==> config.mk <==
export PLATFORM = sky130hd
export DESIGN_NAME = usc_status_control
export DESIGN_NICKNAME = d
export VERILOG_FILES = /design/src/usc_pkg.sv /design/src/usc_tx_shift.sv /design/src/usc_status_control.sv
export VERILOG_INCLUDE_DIRS = /design/src
export SDC_FILE = /design/constraint.sdc
export NUM_CORES = 1
export LEC_CHECK = 0
export BUFFER_PORTS_ARGS = -buffer_cell sky130_fd_sc_hd__buf_2
export CORE_ASPECT_RATIO = 0.6
export CORE_MARGIN = 4
export CORE_UTILIZATION = 37
export CTS_BUF_LIST = sky130_fd_sc_hd__clkbuf_4 sky130_fd_sc_hd__clkbuf_8 sky130_fd_sc_hd__clkbuf_16
export DETAILED_ROUTE_END_ITERATION = 8
export PLACE_DENSITY_LB_ADDON = 0.1
export REMOVE_ABC_BUFFERS = 1
export SYNTH_ARGS = -nofsm -noshare
export SYNTH_HDL_FRONTEND = slang
export SYNTH_SLANG_ARGS = --single-unit
export TNS_END_PERCENT = 20
==> constraint.sdc <==
create_clock -name clk -period 4.1 [get_ports clk]
set_input_delay 0.615 -clock clk [delete_from_list [all_inputs] [get_ports clk]]
set_output_delay 0.615 -clock clk [all_outputs]
set_load 0.02 [all_outputs]
==> src/usc_consts.svh <==
/*
 Offsets, field positions and timing counts of the serial port.
 Assumes a 25 MHz core clock and byte addresses on an 8-bit register address.
*/
`ifndef USC_CONSTS_SVH
`define USC_CONSTS_SVH

// ----------------------------------------------------------------------------
// register offsets
// ----------------------------------------------------------------------------
`define USC_OFF_STA 8'h00
`define USC_OFF_MODE 8'h04
`define USC_OFF_TXDATA 8'h08
`define USC_OFF_RXDATA 8'h0C
`define USC_OFF_IRQ_STAT 8'h10
`define USC_OFF_IRQ_MASK 8'h14

// ----------------------------------------------------------------------------
// status/control fields
// ----------------------------------------------------------------------------
`define USC_STA_MASK_HI 31
`define USC_STA_MASK_LO 24
`define USC_STA_ADDR_HI 23
`define USC_STA_ADDR_LO 16
`define USC_STA_TXISEL_HI 15
`define USC_STA_TXISEL_LO 14
`define USC_STA_TXINV 13
`define USC_STA_RXEN 12
`define USC_STA_BRK 11
`define USC_STA_TXEN 10
`define USC_STA_TXBF 9
`define USC_STA_TX_ALL_EMPTY 8
`define USC_STA_RXISEL_HI 7
`define USC_STA_RXISEL_LO 6
`define USC_STA_ADDRESS_DETECT_ENABLE 5
`define USC_STA_RX_IDLE_FLAG 4
`define USC_STA_PARITY_ERROR_FLAG 3
`define USC_STA_FRAMING_ERROR_FLAG 2
`define USC_STA_OVERRUN_FLAG 1
`define USC_STA_RXDA 0

// ----------------------------------------------------------------------------
// mode fields
// ----------------------------------------------------------------------------
`define USC_MODE_ON 15
`define USC_MODE_INFRARED_CODEC_ENABLE 12
`define USC_MODE_PDSEL_HI 2
`define USC_MODE_PDSEL_LO 1
`define USC_MODE_STSEL 0

// ----------------------------------------------------------------------------
// interrupt status bits
// ----------------------------------------------------------------------------
`define USC_IRQ_RX 0
`define USC_IRQ_OVR 1
`define USC_IRQ_ERR 2
`define USC_IRQ_TXDONE 3
`define USC_IRQ_W 4

// ----------------------------------------------------------------------------
// timing
// ----------------------------------------------------------------------------
`define USC_CLK_NS 40
`define USC_BIT_NS 8680
`define USC_BIT_CYC (`USC_BIT_NS / `USC_CLK_NS)
`define USC_IR_CYC ((`USC_BIT_CYC * 3) / 16)
`define USC_RX_DEPTH 4
`define USC_BREAK_ZEROS 12

`endif

==> src/usc_pkg.sv <==
/*
 Types of the serial port status and control block.
 Assumes usc_consts.svh for all numeric values.
*/
package usc_pkg;

   typedef enum logic [1:0] {
      USC_PD_8N,
      USC_PD_8E,
      USC_PD_8O,
      USC_PD_9N
   } usc_pdsel_e;

   typedef struct packed {
      logic on;
      logic infrared_codec_enable;
      usc_pdsel_e pdsel;
      logic stsel;
   } usc_mode_s;

   typedef struct packed {
      logic [7:0] addr;
      logic [31:0] wdata;
      logic wr;
      logic rd;
   } usc_bus_s;

   typedef struct packed {
      logic [8:0] data;
      logic parity_error_flag;
      logic framing_error_flag;
   } usc_rxchar_s;

endpackage

==> src/usc_tx_shift.sv <==
/*
 Transmit buffer, shift register, break sender and line encoder.
 Assumes the parent only writes while the buffer is not full.
*/
`timescale 1ns/100ps
`include "usc_consts.svh"

module usc_tx_shift (
   input wire logic clk,
   input wire logic sys_rst,
   input wire logic enable,
   input wire usc_pkg::usc_mode_s mode,
   input wire logic invert,
   input wire logic wrValid,
   input wire logic [8:0] wrData,
   input wire logic breakReq,
   output logic bufFull,
   output logic allEmpty,
   output logic breakDone,
   output logic txLevel
);
   import usc_pkg::*;

   logic [8:0] bufReg;
   logic bufValidReg;
   logic [13:0] shiftReg;
   logic [3:0] bitsLeftReg;
   logic [7:0] cntReg;
   logic busyReg;
   logic breakRunReg;
   logic bitEnd;
   logic rawBit;
   logic irPulse;
   logic breakGo;

   // ------------------------------------------------------------------------
   // frame builder, lsb first, padded with stop level
   // ------------------------------------------------------------------------
   function automatic logic [13:0] buildFrame(input logic [8:0] d, input usc_mode_s m);
      logic ninth;
      ninth = 1'b1;
      case (m.pdsel)
         USC_PD_8E: ninth = ^d[7:0];
         USC_PD_8O: ninth = ~(^d[7:0]);
         USC_PD_9N: ninth = d[8];
         default: ninth = 1'b1;
      endcase
      return {4'hF, ninth, d[7:0], 1'b0};
   endfunction

   assign bitEnd = busyReg && (cntReg == 8'(`USC_BIT_CYC - 1));
   assign bufFull = bufValidReg;
   assign allEmpty = !busyReg && !bufValidReg;
   // request drops a cycle after completion; without this a second break follows
   assign breakGo = breakReq && !breakDone;

   // ------------------------------------------------------------------------
   // buffer
   // ------------------------------------------------------------------------
   always_ff @(posedge clk) begin
      if (sys_rst || !enable) begin
         bufValidReg <= 1'b0;
         bufReg <= 9'h000;
      end else if (wrValid) begin
         bufValidReg <= 1'b1;
         bufReg <= wrData;
      end else if (!busyReg && !breakGo && bufValidReg) begin
         bufValidReg <= 1'b0;
      end
   end

   // ------------------------------------------------------------------------
   // shifter
   // ------------------------------------------------------------------------
   always_ff @(posedge clk) begin
      breakDone <= 1'b0;
      if (sys_rst || !enable) begin
         busyReg <= 1'b0;
         breakRunReg <= 1'b0;
         shiftReg <= 14'h3FFF;
         bitsLeftReg <= 4'h0;
         cntReg <= 8'h00;
      end else if (!busyReg) begin
         cntReg <= 8'h00;
         if (breakGo) begin
            // start bit plus twelve zeros, then stop
            shiftReg <= {1'b1, 13'h0000};
            bitsLeftReg <= 4'(`USC_BREAK_ZEROS + 2);
            busyReg <= 1'b1;
            breakRunReg <= 1'b1;
         end else if (bufValidReg) begin
            shiftReg <= buildFrame(bufReg, mode);
            bitsLeftReg <= 4'd10 + 4'(mode.pdsel != USC_PD_8N) + 4'(mode.stsel);
            busyReg <= 1'b1;
         end
      end else if (bitEnd) begin
         cntReg <= 8'h00;
         shiftReg <= {1'b1, shiftReg[13:1]};
         bitsLeftReg <= bitsLeftReg - 4'h1;
         if (bitsLeftReg == 4'h1) begin
            busyReg <= 1'b0;
            breakRunReg <= 1'b0;
            breakDone <= breakRunReg;
         end
      end else begin
         cntReg <= cntReg + 8'h01;
      end
   end

   // ------------------------------------------------------------------------
   // line encoder
   // ------------------------------------------------------------------------
   assign rawBit = busyReg ? shiftReg[0] : 1'b1;
   // a zero bit becomes a short pulse, idle stays quiet before inversion
   assign irPulse = !rawBit && (cntReg < 8'(`USC_IR_CYC));

   always_ff @(posedge clk) begin
      if (sys_rst) begin
         txLevel <= 1'b1;
      end else if (mode.infrared_codec_enable) begin
         txLevel <= irPulse ^ invert;
      end else begin
         txLevel <= rawBit ^ invert;
      end
   end
endmodule

==> src/usc_status_control.sv <==
/*
 Serial port status/control: registers, receiver, receive buffer, interrupt.
 Assumes a single-cycle register master and rx pin synchronous to clk.
*/
// The strobed register port and the register addresses were chosen for this implementation.
`timescale 1ns/100ps
`include "usc_consts.svh"

// ----------------------------------------------------------------------------
// How it works
// plain mode, invert bit makes idle low
// infrared mode, invert bit makes idle high
// receiver enable gates use of rx pin
// break sends start, twelve zeros, stop
// tx enable controls pin, clear aborts
// buffer full flag while no room
// all-empty flag when shifter and buffer empty
// rx threshold selects irq fill level
// address detect takes ninth bit set
// rx idle flag low while receiving
// parity error for current character
// framing error for current character
// overrun set by hardware, clear flushes
// data available while buffer not empty
// address compared under mask bits
// code 11 is nine bits, no parity
// receive buffer holds four characters
// error flags follow buffer head
// ----------------------------------------------------------------------------

module usc_status_control (
   input wire logic clk,
   input wire logic sys_rst,
   input wire usc_pkg::usc_bus_s bus,
   output logic [31:0] rdData,
   output logic irq,
   input wire logic rxPin,
   output logic txPin,
   output logic txOe
);
   import usc_pkg::*;

   typedef enum {RX_IDLE, RX_START, RX_BITS, RX_STOP} usc_rx_e;

   // ------------------------------------------------------------------------
   // control state
   // ------------------------------------------------------------------------
   usc_mode_s modeReg;
   logic [7:0] maskReg;
   logic [7:0] addrReg;
   logic [1:0] txIselReg;
   logic txInvReg;
   logic rxEnReg;
   logic breakReg;
   logic txEnReg;
   logic [1:0] rxIselReg;
   logic addrDetReg;
   logic overrunReg;
   logic [`USC_IRQ_W-1:0] irqStatReg;
   logic [`USC_IRQ_W-1:0] irqMaskReg;

   logic wrSta;
   logic rdRx;
   logic rdIrq;
   logic ovrClear;
   logic txActive;
   logic rxActive;
   logic txFull;
   logic txEmpty;
   logic txEmptyDly;
   logic breakDone;
   logic txLevel;

   // ------------------------------------------------------------------------
   // receiver state
   // ------------------------------------------------------------------------
   usc_rx_e rxState;
   logic [7:0] rxCntReg;
   logic [3:0] rxIdxReg;
   logic [9:0] rxBitsReg;
   logic rxMatchReg;
   logic rxDone;
   logic rxParErr;
   logic rxIsAddr;
   logic rxKeep;
   logic [3:0] rxNumBits;

   // ------------------------------------------------------------------------
   // receive buffer
   // ------------------------------------------------------------------------
   usc_rxchar_s fifoMem [`USC_RX_DEPTH];
   logic [1:0] wrPtrReg;
   logic [1:0] rdPtrReg;
   logic [2:0] countReg;
   logic push;
   logic pop;
   usc_rxchar_s head;
   usc_rxchar_s rxChar;
   logic rxThr;

   function automatic logic hit(input usc_bus_s b, input logic [7:0] off);
      return b.addr == off;
   endfunction

   // fill-level threshold of the receive interrupt; reserved code never fires
   function automatic logic rxThreshold(input logic [1:0] sel, input logic [2:0] cnt);
      case (sel)
         2'b00: return cnt != 3'h0;
         2'b01: return cnt >= 3'(`USC_RX_DEPTH / 2);
         2'b10: return cnt >= 3'((`USC_RX_DEPTH * 3) / 4);
         default: return 1'b0;
      endcase
   endfunction

   assign wrSta = bus.wr && hit(bus, `USC_OFF_STA);
   assign rdRx = bus.rd && hit(bus, `USC_OFF_RXDATA);
   assign rdIrq = bus.rd && hit(bus, `USC_OFF_IRQ_STAT);
   // only a write of zero over a set flag flushes the receiver
   assign ovrClear = wrSta && overrunReg && !bus.wdata[`USC_STA_OVERRUN_FLAG];
   assign txActive = modeReg.on && txEnReg;
   assign rxActive = modeReg.on && rxEnReg;

   // ------------------------------------------------------------------------
   // software-written fields
   // ------------------------------------------------------------------------
   always_ff @(posedge clk) begin
      if (sys_rst) begin
         modeReg <= '0;
         maskReg <= 8'h00;
         addrReg <= 8'h00;
         txIselReg <= 2'h0;
         txInvReg <= 1'b0;
         rxEnReg <= 1'b0;
         txEnReg <= 1'b0;
         rxIselReg <= 2'h0;
         addrDetReg <= 1'b0;
         irqMaskReg <= '0;
      end else if (bus.wr) begin
         if (hit(bus, `USC_OFF_MODE)) begin
            modeReg.on <= bus.wdata[`USC_MODE_ON];
            modeReg.infrared_codec_enable <= bus.wdata[`USC_MODE_INFRARED_CODEC_ENABLE];
            modeReg.pdsel <= usc_pdsel_e'(bus.wdata[`USC_MODE_PDSEL_HI:`USC_MODE_PDSEL_LO]);
            modeReg.stsel <= bus.wdata[`USC_MODE_STSEL];
         end
         if (wrSta) begin
            maskReg <= bus.wdata[`USC_STA_MASK_HI:`USC_STA_MASK_LO];
            addrReg <= bus.wdata[`USC_STA_ADDR_HI:`USC_STA_ADDR_LO];
            txIselReg <= bus.wdata[`USC_STA_TXISEL_HI:`USC_STA_TXISEL_LO];
            txInvReg <= bus.wdata[`USC_STA_TXINV];
            rxEnReg <= bus.wdata[`USC_STA_RXEN];
            txEnReg <= bus.wdata[`USC_STA_TXEN];
            rxIselReg <= bus.wdata[`USC_STA_RXISEL_HI:`USC_STA_RXISEL_LO];
            addrDetReg <= bus.wdata[`USC_STA_ADDRESS_DETECT_ENABLE];
         end
         if (hit(bus, `USC_OFF_IRQ_MASK)) begin
            irqMaskReg <= bus.wdata[`USC_IRQ_W-1:0];
         end
      end
   end

   // ------------------------------------------------------------------------
   // break request: set by software, cleared by hardware at completion
   // ------------------------------------------------------------------------
   always_ff @(posedge clk) begin
      if (sys_rst) begin
         breakReg <= 1'b0;
      end else if (wrSta) begin
         breakReg <= bus.wdata[`USC_STA_BRK];
      end else if (breakDone) begin
         breakReg <= 1'b0;
      end
   end

   // ------------------------------------------------------------------------
   // transmitter
   // ------------------------------------------------------------------------
   usc_tx_shift u_tx (
      .clk(clk),
      .sys_rst(sys_rst),
      .enable(txActive),
      .mode(modeReg),
      .invert(txInvReg),
      .wrValid(bus.wr && hit(bus, `USC_OFF_TXDATA) && txActive && !txFull),
      .wrData(bus.wdata[8:0]),
      .breakReq(breakReg),
      .bufFull(txFull),
      .allEmpty(txEmpty),
      .breakDone(breakDone),
      .txLevel(txLevel)
   );

   assign txPin = txLevel;
   assign txOe = txActive;

   // ------------------------------------------------------------------------
   // receiver
   // ------------------------------------------------------------------------
   assign rxNumBits = (modeReg.pdsel == USC_PD_8N) ? 4'd8 : 4'd9;
   assign rxDone = (rxState == RX_STOP) && (rxCntReg == 8'(`USC_BIT_CYC - 1));
   always_comb begin
      case (modeReg.pdsel)
         USC_PD_8E: rxParErr = ^rxBitsReg[8:0];
         USC_PD_8O: rxParErr = ~(^rxBitsReg[8:0]);
         default: rxParErr = 1'b0;
      endcase
   end
   // ninth bit marks an address only in nine-bit mode
   assign rxIsAddr = (modeReg.pdsel == USC_PD_9N) && rxBitsReg[8];
   always_comb begin
      rxKeep = 1'b1;
      if (addrDetReg && modeReg.pdsel == USC_PD_9N) begin
         rxKeep = rxIsAddr ? (((rxBitsReg[7:0] ^ addrReg) & maskReg) == 8'h00)
                           : rxMatchReg;
      end
   end
   assign rxChar.data = (modeReg.pdsel == USC_PD_9N) ? rxBitsReg[8:0] : {1'b0, rxBitsReg[7:0]};
   assign rxChar.parity_error_flag = rxParErr;
   assign rxChar.framing_error_flag = !rxPin;

   always_ff @(posedge clk) begin
      if (sys_rst || !rxActive || ovrClear) begin
         rxState <= RX_IDLE;
         rxCntReg <= 8'h00;
         rxIdxReg <= 4'h0;
         rxBitsReg <= 10'h000;
      end else begin
         rxCntReg <= rxCntReg + 8'h01;
         case (rxState)
            RX_IDLE: begin
               rxCntReg <= 8'h00;
               if (!rxPin) begin
                  rxState <= RX_START;
               end
            end
            RX_START: begin
               // mid-start recheck rejects glitches
               if (rxCntReg == 8'(`USC_BIT_CYC / 2)) begin
                  rxCntReg <= 8'h00;
                  rxIdxReg <= 4'h0;
                  rxState <= rxPin ? RX_IDLE : RX_BITS;
               end
            end
            RX_BITS: begin
               if (rxCntReg == 8'(`USC_BIT_CYC - 1)) begin
                  rxCntReg <= 8'h00;
                  rxBitsReg[rxIdxReg] <= rxPin;
                  rxIdxReg <= rxIdxReg + 4'h1;
                  if (rxIdxReg == rxNumBits - 4'h1) begin
                     rxState <= RX_STOP;
                  end
               end
            end
            RX_STOP: begin
               if (rxDone) begin
                  rxState <= RX_IDLE;
               end
            end
            default: rxState <= RX_IDLE;
         endcase
      end
   end

   // an accepted address opens the gate for following data characters
   always_ff @(posedge clk) begin
      if (sys_rst || !addrDetReg) begin
         rxMatchReg <= 1'b0;
      end else if (rxDone && rxIsAddr) begin
         rxMatchReg <= rxKeep;
      end
   end

   // ------------------------------------------------------------------------
   // receive buffer, four characters
   // ------------------------------------------------------------------------
   assign push = rxDone && rxKeep && !overrunReg && countReg != 3'(`USC_RX_DEPTH);
   assign pop = rdRx && countReg != 3'h0;
   assign head = fifoMem[rdPtrReg];

   always_ff @(posedge clk) begin
      if (push) begin
         fifoMem[wrPtrReg] <= rxChar;
      end
   end

   always_ff @(posedge clk) begin
      if (sys_rst || ovrClear) begin
         wrPtrReg <= 2'h0;
         rdPtrReg <= 2'h0;
         countReg <= 3'h0;
      end else begin
         wrPtrReg <= wrPtrReg + 2'(push);
         rdPtrReg <= rdPtrReg + 2'(pop);
         countReg <= countReg + 3'(push) - 3'(pop);
      end
   end

   // ------------------------------------------------------------------------
   // overrun: hardware sets, only software clears, set wins
   // ------------------------------------------------------------------------
   always_ff @(posedge clk) begin
      if (sys_rst) begin
         overrunReg <= 1'b0;
      end else if (rxDone && rxKeep && countReg == 3'(`USC_RX_DEPTH)) begin
         overrunReg <= 1'b1;
      end else if (ovrClear) begin
         overrunReg <= 1'b0;
      end
   end

   // ------------------------------------------------------------------------
   // interrupt status, cleared by reading it
   // ------------------------------------------------------------------------
   assign rxThr = rxThreshold(rxIselReg, countReg);

   always_ff @(posedge clk) begin
      if (sys_rst) begin
         irqStatReg <= '0;
         txEmptyDly <= 1'b1;
      end else begin
         txEmptyDly <= txEmpty;
         irqStatReg <= (rdIrq ? '0 : irqStatReg)
            | ({`USC_IRQ_W{1'b0}} | (`USC_IRQ_W'(rxThr) << `USC_IRQ_RX))
            | (`USC_IRQ_W'(rxDone && rxKeep && countReg == 3'(`USC_RX_DEPTH)) << `USC_IRQ_OVR)
            | (`USC_IRQ_W'(push && (rxChar.parity_error_flag || rxChar.framing_error_flag)) << `USC_IRQ_ERR)
            | (`USC_IRQ_W'(txEmpty && !txEmptyDly) << `USC_IRQ_TXDONE);
      end
   end

   assign irq = |(irqStatReg & irqMaskReg);

   // ------------------------------------------------------------------------
   // read data, one cycle after the strobe
   // ------------------------------------------------------------------------
   always_ff @(posedge clk) begin
      if (sys_rst) begin
         rdData <= 32'h0000_0000;
      end else begin
         rdData <= 32'h0000_0000;
         if (bus.rd) begin
            case (bus.addr)
               `USC_OFF_STA: begin
                  rdData <= {maskReg, addrReg, txIselReg, txInvReg, rxEnReg,
                             breakReg, txEnReg,
                             txFull,
                             txEmpty,
                             rxIselReg, addrDetReg,
                             rxState == RX_IDLE,
                             countReg != 3'h0 && head.parity_error_flag,
                             countReg != 3'h0 && head.framing_error_flag,
                             overrunReg,
                             countReg != 3'h0};
               end
               `USC_OFF_MODE: begin
                  rdData <= 32'(modeReg.on) << `USC_MODE_ON
                          | 32'(modeReg.infrared_codec_enable) << `USC_MODE_INFRARED_CODEC_ENABLE
                          | 32'(modeReg.pdsel) << `USC_MODE_PDSEL_LO
                          | 32'(modeReg.stsel) << `USC_MODE_STSEL;
               end
               `USC_OFF_RXDATA: rdData <= (countReg != 3'h0) ? 32'(head.data) : 32'h0;
               `USC_OFF_IRQ_STAT: rdData <= 32'(irqStatReg);
               `USC_OFF_IRQ_MASK: rdData <= 32'(irqMaskReg);
               default: rdData <= 32'h0000_0000;
            endcase
         end
      end
   end
endmodule

==> reports/metrics.cfg, run 1 <==
[clocking]
cts_buffers=17
ctsLongestPathBuffers=2
clkTransAtPathRegs_ns=0.07
post_cts_buffers=0
cts_sinks=186
clkLatencyLatePin_ns=0.44
ctsHoldBuffers=0
cts_tree=built
cts-resized-gates=0
cts_max_level=4
clockRootBuffer=clkbuf_16

[routing]
remaining_drc_errors=0
wl_per_cell_um=17.0
routed-wl-met3_um=943
ant_nets=0
vias=5612
highest_layer=met4
drt_iter0_drc=343
vias_per_cell=5.01
met2_wirelength_mm=7.44
wl_met1_mm=10.5
routed_wirelength_mm=19.0
drt_first_pass_iters=5

[finish]
syn_to_final_growth_pct=16.2
fill_cells=1932
layout-drive-gt1-share_pct=17.1
nets=897
final_cell_mix=dfxtp_1 (142), nand2_1 (100), nor2_1 (86), buf_2 (78), a21oi_1 (56)
final_common_cell=dfxtp_1

[sta]
skew_ns=0.00986
rsz0062_at_grt=no
finalHoldViolations=0
post-route-period-util_pct=74.2
holdWs_ns=0.417
slew_viol_final=0
worst_pin_slew_ns=0.854
setup_viol=0
finalCriticalPeriod_ns=3.04
relSlewSlack_pct=43.1
tns_ns=0
max_freq_ghz=0.329

[die]
ioPinCount=80
fp.dieW_um=195
core_um2=20300
dieArea_um2=23400
core.rowCount=40
start_util_pct=38.3
die_height_um=120

[grt]
antenna_found_initial=0
grt_use_total_pct=16.6
first_global_vias=5544
overflow=0
grt_pass1_wl_mm=30.6
grt_start_max_net_pins=30

[synth]
ys_seq_area_share_pct=53.7
netlist_instances=764
synthArstFlopShare_pct=0
synth_ff_type=dfxtp_1
synth_seq_cells=186
syn_area_um2=7750
avgSynthCellArea_um2=10.1
synth_edf_count=44
synth_warnings=0
synth_cell_types=56

[power]
power_leakage_nw=3.37
clockPowerShare_pct=46.5
peakVddDrop_mv=0.302
p_per_area_nw_per_um2=398
sequentialPowerShare_pct=52.0
power_switching_mw=0.781
intPower_mw=2.81
power_frac_comb_pct=1.5
netSwitchingFraction_pct=21.8

[placed_design]
hpwl_mm=13.9
io_buffers=78
gp_congestion=0.797

[critical_path]
cp_data_arrival_time_ns=3.37
cp_num_cells=10
reg2reg_depth=10
crit_family=adder cells
crit_path_frequent_cell=ha_1
cp_num_buf_inv=1
setup.worst_path.end_class=register
crit_fanout=7
critPathSlowestCell=dfxtp_1
cp-start-kind=register
cpPeakStageDelay_ns=0.57
crit_chain=xor2_1 -> a222oi_1 -> nand4_1 -> a311o_1 -> ha_1 -> inv_1 -> ha_1 -> fa_1 -> xnor2_1 -> and2_1
critPathKind=reg2reg
cp.required_ns=4.43

[min_path]
hold_depth=3
hp-class=in2reg

[job]
max-cap-violations=0

[status]
status=finished, final reports clean

-- path summary, 6_finish.rpt --
kind,startpoint,end,slack [ns]
setup / recovery,rxBitsReg[4],countReg[2],1.06
hold / removal,bus[33],maskReg[7],0.42
hold reg to reg,u_tx.breakRunReg,u_tx.breakDone,0.44
setup reg to reg,rxBitsReg[4],countReg[2],1.06
-- through the flow --
| stage | power, mW | cell area [um^2] | utilization [%] | setup slack [ns] | std cells |
|---|---|---|---|---|---|
| global placement | 1.96 | 8410 | 41.5 | 1.10 | 1088 |
| detailed placement | 1.96 | 8410 | 41.5 | 1.08 | 1088 |
| global route | 3.72 | 9000 | 44.4 | 0.900 | 1120 |
| floorplan | 1.92 | 7570 | - | 1.44 | 724 |
| CTS | 3.64 | 9000 | 44.4 | 1.07 | 1120 |
| finish | 3.59 | 9010 | 44.4 | 1.06 | 1121 |
-- metal layers --
| metal | track usage (%) | vias to the layer above |
|---|---|---|
| met2 | 22.0 | 123 |
| met3 | 3.79 | 14 |
| met1 | 26.3 | 2693 |
| met5 | 0 | - |
| li1 | - | 2782 |
| met4 | 5.23 | 0 |
-- cells by family after synthesis --
group                    after synthesis  synth area share [%]
XOR/XNOR                              39                  4.58
buffers and inverters                 64                  3.47
AND/OR/NAND/NOR                      306                  19.0
AO/OA/AOI/OAI                        109                  8.75
adder cells (fa/ha/maj)               18                  3.00
multiplexers                          42                  7.54
flip-flops                           186                  53.7
-- flip-flops by register name, summed over array words and instances, names as in the netlist, 2 cells and up --
| name | count |
|---|---|
| addrReg | 8 |
| countReg | 3 |
| fifoMem | 44 |
| irqMaskReg | 4 |
| irqStatReg | 4 |
| maskReg | 8 |
| modeReg | 5 |
| rdData | 32 |
| rdPtrReg | 2 |
| rxBitsReg | 9 |
| rxCntReg | 8 |
| rxIdxReg | 4 |
| rxIselReg | 2 |
| rxState | 2 |
| txIselReg | 2 |
| u_tx.bitsLeftReg | 4 |
| u_tx.bufReg | 9 |
| u_tx.cntReg | 8 |
| u_tx.shiftReg | 13 |
| wrPtrReg | 2 |
-- tightest hold or removal path, stage by stage --
cell,delay [ns]
buf_2,0.09
nand2_1,0.04
a21oi_1,0.05
-- power by group through the flow --
stage / Clock, mW / Sequential [mW] / Combinational [mW]
after detailed placement: 0 / 1.91 / 0.0529
after global routing: 1.80 / 1.87 / 0.0581
after floorplan: 0 / 1.91 / 0.00970
after CTS: 1.72 / 1.87 / 0.0532
final: 1.67 / 1.87 / 0.0530
after global placement: 0 / 1.91 / 0.0524
-- Yosys cell counts, drive strengths merged (17+ instances only) --
| cell | count | share of area [%] |
|---|---|---|
| clkbuf | 29 | 1.4 |
| inv | 24 | 1.2 |
| and2 | 32 | 2.6 |
| ha | 17 | 2.7 |
| nor2 | 86 | 4.2 |
| edfxtp | 44 | 17 |
| nand2 | 100 | 4.8 |
| nand3 | 25 | 1.6 |
| dfxtp | 142 | 37 |
| xor2 | 20 | 2.3 |
| xnor2 | 18 | 2.0 |
| a21oi | 57 | 3.8 |
| mux2i | 28 | 3.6 |
-- final cells by class --
cell class	instances	area (um^2)	share of cell area, %
sequential	186	4160	46.2
inverter	24	90.1	1.00
multi-input combinational	514	3330	36.9
tap	273	342	3.79
clock inverter	14	163	1.81
clock buffer	18	433	4.81
antenna	1	2.50	0.0278
timing repair buffer	91	488	5.42
Note: power is estimated with default switching activity, not from simulation.
==> run 2: changes to the inputs <==
==> constraint.sdc (replaced) <==
create_clock -name clk -period 2.4 [get_ports clk]
set_input_delay 0.36 -clock clk [delete_from_list [all_inputs] [get_ports clk]]
set_output_delay 0.36 -clock clk [all_outputs]
set_load 0.02 [all_outputs]
==> run 2 against run 1 <==
Compared with the run above: the flow now finishes with violations (setup timing); critical path depth unchanged; sequential power increased by 71%; setup slack got worse by 1.3 ns; register-to-register slack got worse by 1.3 ns; first-iteration DRC count increased by 46%; sequential cell count unchanged; design area increased by 6.1%; fmax increased by 14%; non-clock buffer count increased by 60.
==> reports/metrics.cfg, run 2 (synthesis gave the netlist of run 1 again) <==
[finish]
largest_reg_flops=44
fill_cells=1912
multi_input_area_um2=3390
nets=957
largest-register=fifoMem
final_common_cell=dfxtp_1
syn_to_final_growth_pct=23.2
finalInstanceArea_um2=9550
largestRegisters=fifoMem (44), rdData (32), u_tx.shiftReg (13)
seqCellArea_um2=4170
layout-drive-gt1-share_pct=23.6
final_cell_mix=dfxtp_1 (139), nand2_1 (100), nor2_1 (86), buf_2 (78), buf_4 (66)
fin_cells=1180
antenna_cells=0

[sta]
finalCriticalPeriod_ns=2.67
holdWs_ns=0.165
setup_slack_ns=-0.267
relSlewSlack_pct=41.8
rsz0062_at_grt=yes
tns_ns=-0.484
worst_pin_slew_ns=0.872
finalHoldViolations=0
max_freq_ghz=0.375
slew_viol_final=0
setup_viol=2
skew_ns=0.0123
post-route-period-util_pct=111

[critical_path]
cp.required_ns=2.72
crit_chain=xor2_1 -> a222oi_1 -> nand4_1 -> a311o_1 -> ha_1 -> inv_1 -> ha_4 -> fa_2 -> xnor2_1 -> and2_1
cp-startpoint=addrReg[3]
cpPeakStageDelay_ns=0.39
cp_data_arrival_time_ns=2.99
setup.worst_path.end_class=register
critPathKind=reg2reg
rrSetupSlack_ns=-0.27
r2r_start=addrReg[3]
crit_fanout=2
critPathSlowestCell=a311o_1
cp-start-kind=register

[placed_design]
hpwl_mm=14.8
placed_cells=1146
gp_congestion=0.841
placed_area_um2=8870
preCtsSetupSlack_ns=-0.323
io_buffers=78

[clocking]
cts_buffers=17
cts_max_level=4
cts_sinks=186
ctsHoldBuffers=0
clkTransAtPathRegs_ns=0.07
clkLatencyLatePin_ns=0.43
ctsLongestPathBuffers=2
clockRootBuffer=clkbuf_16
cts_tree=built

[routing]
ant_nets=0
vias=5938
vias_per_cell=5.03
remaining_drc_errors=0
wl_per_cell_um=17.1
drt_iter0_drc=502
routed_wirelength_mm=20.2
drt_first_pass_iters=5

[min_path]
min_from=bus[6]
hp-class=in2reg

[status]
violations=setup timing
status=finished, violations left

[grt]
grt_use_total_pct=17.3
grt_pass1_wl_mm=31.8
grt_start_max_net_pins=30
first_global_vias=5793
overflow=0
antenna_found_initial=0

[power]
p_per_area_nw_per_um2=635
power_leakage_nw=3.72
peakVddDrop_mv=0.467

[job]
max-cap-violations=0

[die]
core_um2=20300
die_height_um=120
ioPinCount=80
start_util_pct=38.3
dieArea_um2=23400
fp.dieW_um=195
core.rowCount=40

## run 2: cell count changes in the layout (fill, tap and decap cells not counted), sizes merged
| cell | before | now |
|---|---|---|
| buf | 91 | 151 |
| clkinv | 2 | 8 |
| clkinvlp | 4 | 3 |
| diode | 1 | 0 |
| inv | 30 | 25 |
## run 2: stage by stage
step | power, mW | utilization (%)
after floorplan | 3.28 | -
after global placement | 3.36 | 43.8
after detailed placement | 3.36 | 43.8
after CTS | 6.14 | 46.8
after global routing | 6.27 | 47.1
final | 6.06 | 47.1
## run 2: power by group
| part | internal (mW) | switching (mW) |
|---|---|---|
| clock network | 1.55 | 1.22 |
| registers | 3.19 | 0.000621 |
| logic | 0.0404 | 0.0593 |
## run 2: critical path: cells and delay by family (launching register included)
kind	cells	cell delay (ns)
AOI/OAI and AO/OA	2	0.74
and+or+nand+nor	2	0.40
buffers and inverters	1	0.06
adders and majority gates	3	0.77
xor gates and xnor gates	2	0.28
DFF	1	0.32
## run 2: area by class of cell
| cell class | count | area share, % |
|---|---|---|
| Sequential cell | 186 | 43.6 |
| Multi-Input combinational cell | 514 | 35.5 |
| Timing Repair Buffer | 151 | 10.3 |
| Clock buffer | 18 | 4.53 |
| Tap cell | 273 | 3.58 |
| Clock inverter | 14 | 1.57 |
| Inverter | 24 | 0.943 |
## run 2: final timing paths
check                                      end  depth (start not counted)
worst min register to register  u_tx.breakDone                          2
worst max register to register     countReg[2]                         10
worst max-delay path               countReg[2]                         10
worst min-delay path            u_tx.bufReg[4]                          3
## run 2: timing repair
| item | in CTS | in global routing |
|---|---|---|
| setup endpoints to repair | 2 | 48 |
| pin swaps | 7 | 6 |
| gates cloned | 0 | 2 |
| resized for setup | 10 | 14 |
| buffers inserted | 1 | 0 |
## run 2: layer usage
metal	track usage (%)	up-vias	wire, um
li1	-	2901	-
met1	27.3	2874	11000
met2	22.9	150	7790
met3	4.66	13	1220
met4	4.53	0	179
met5	0	-	0
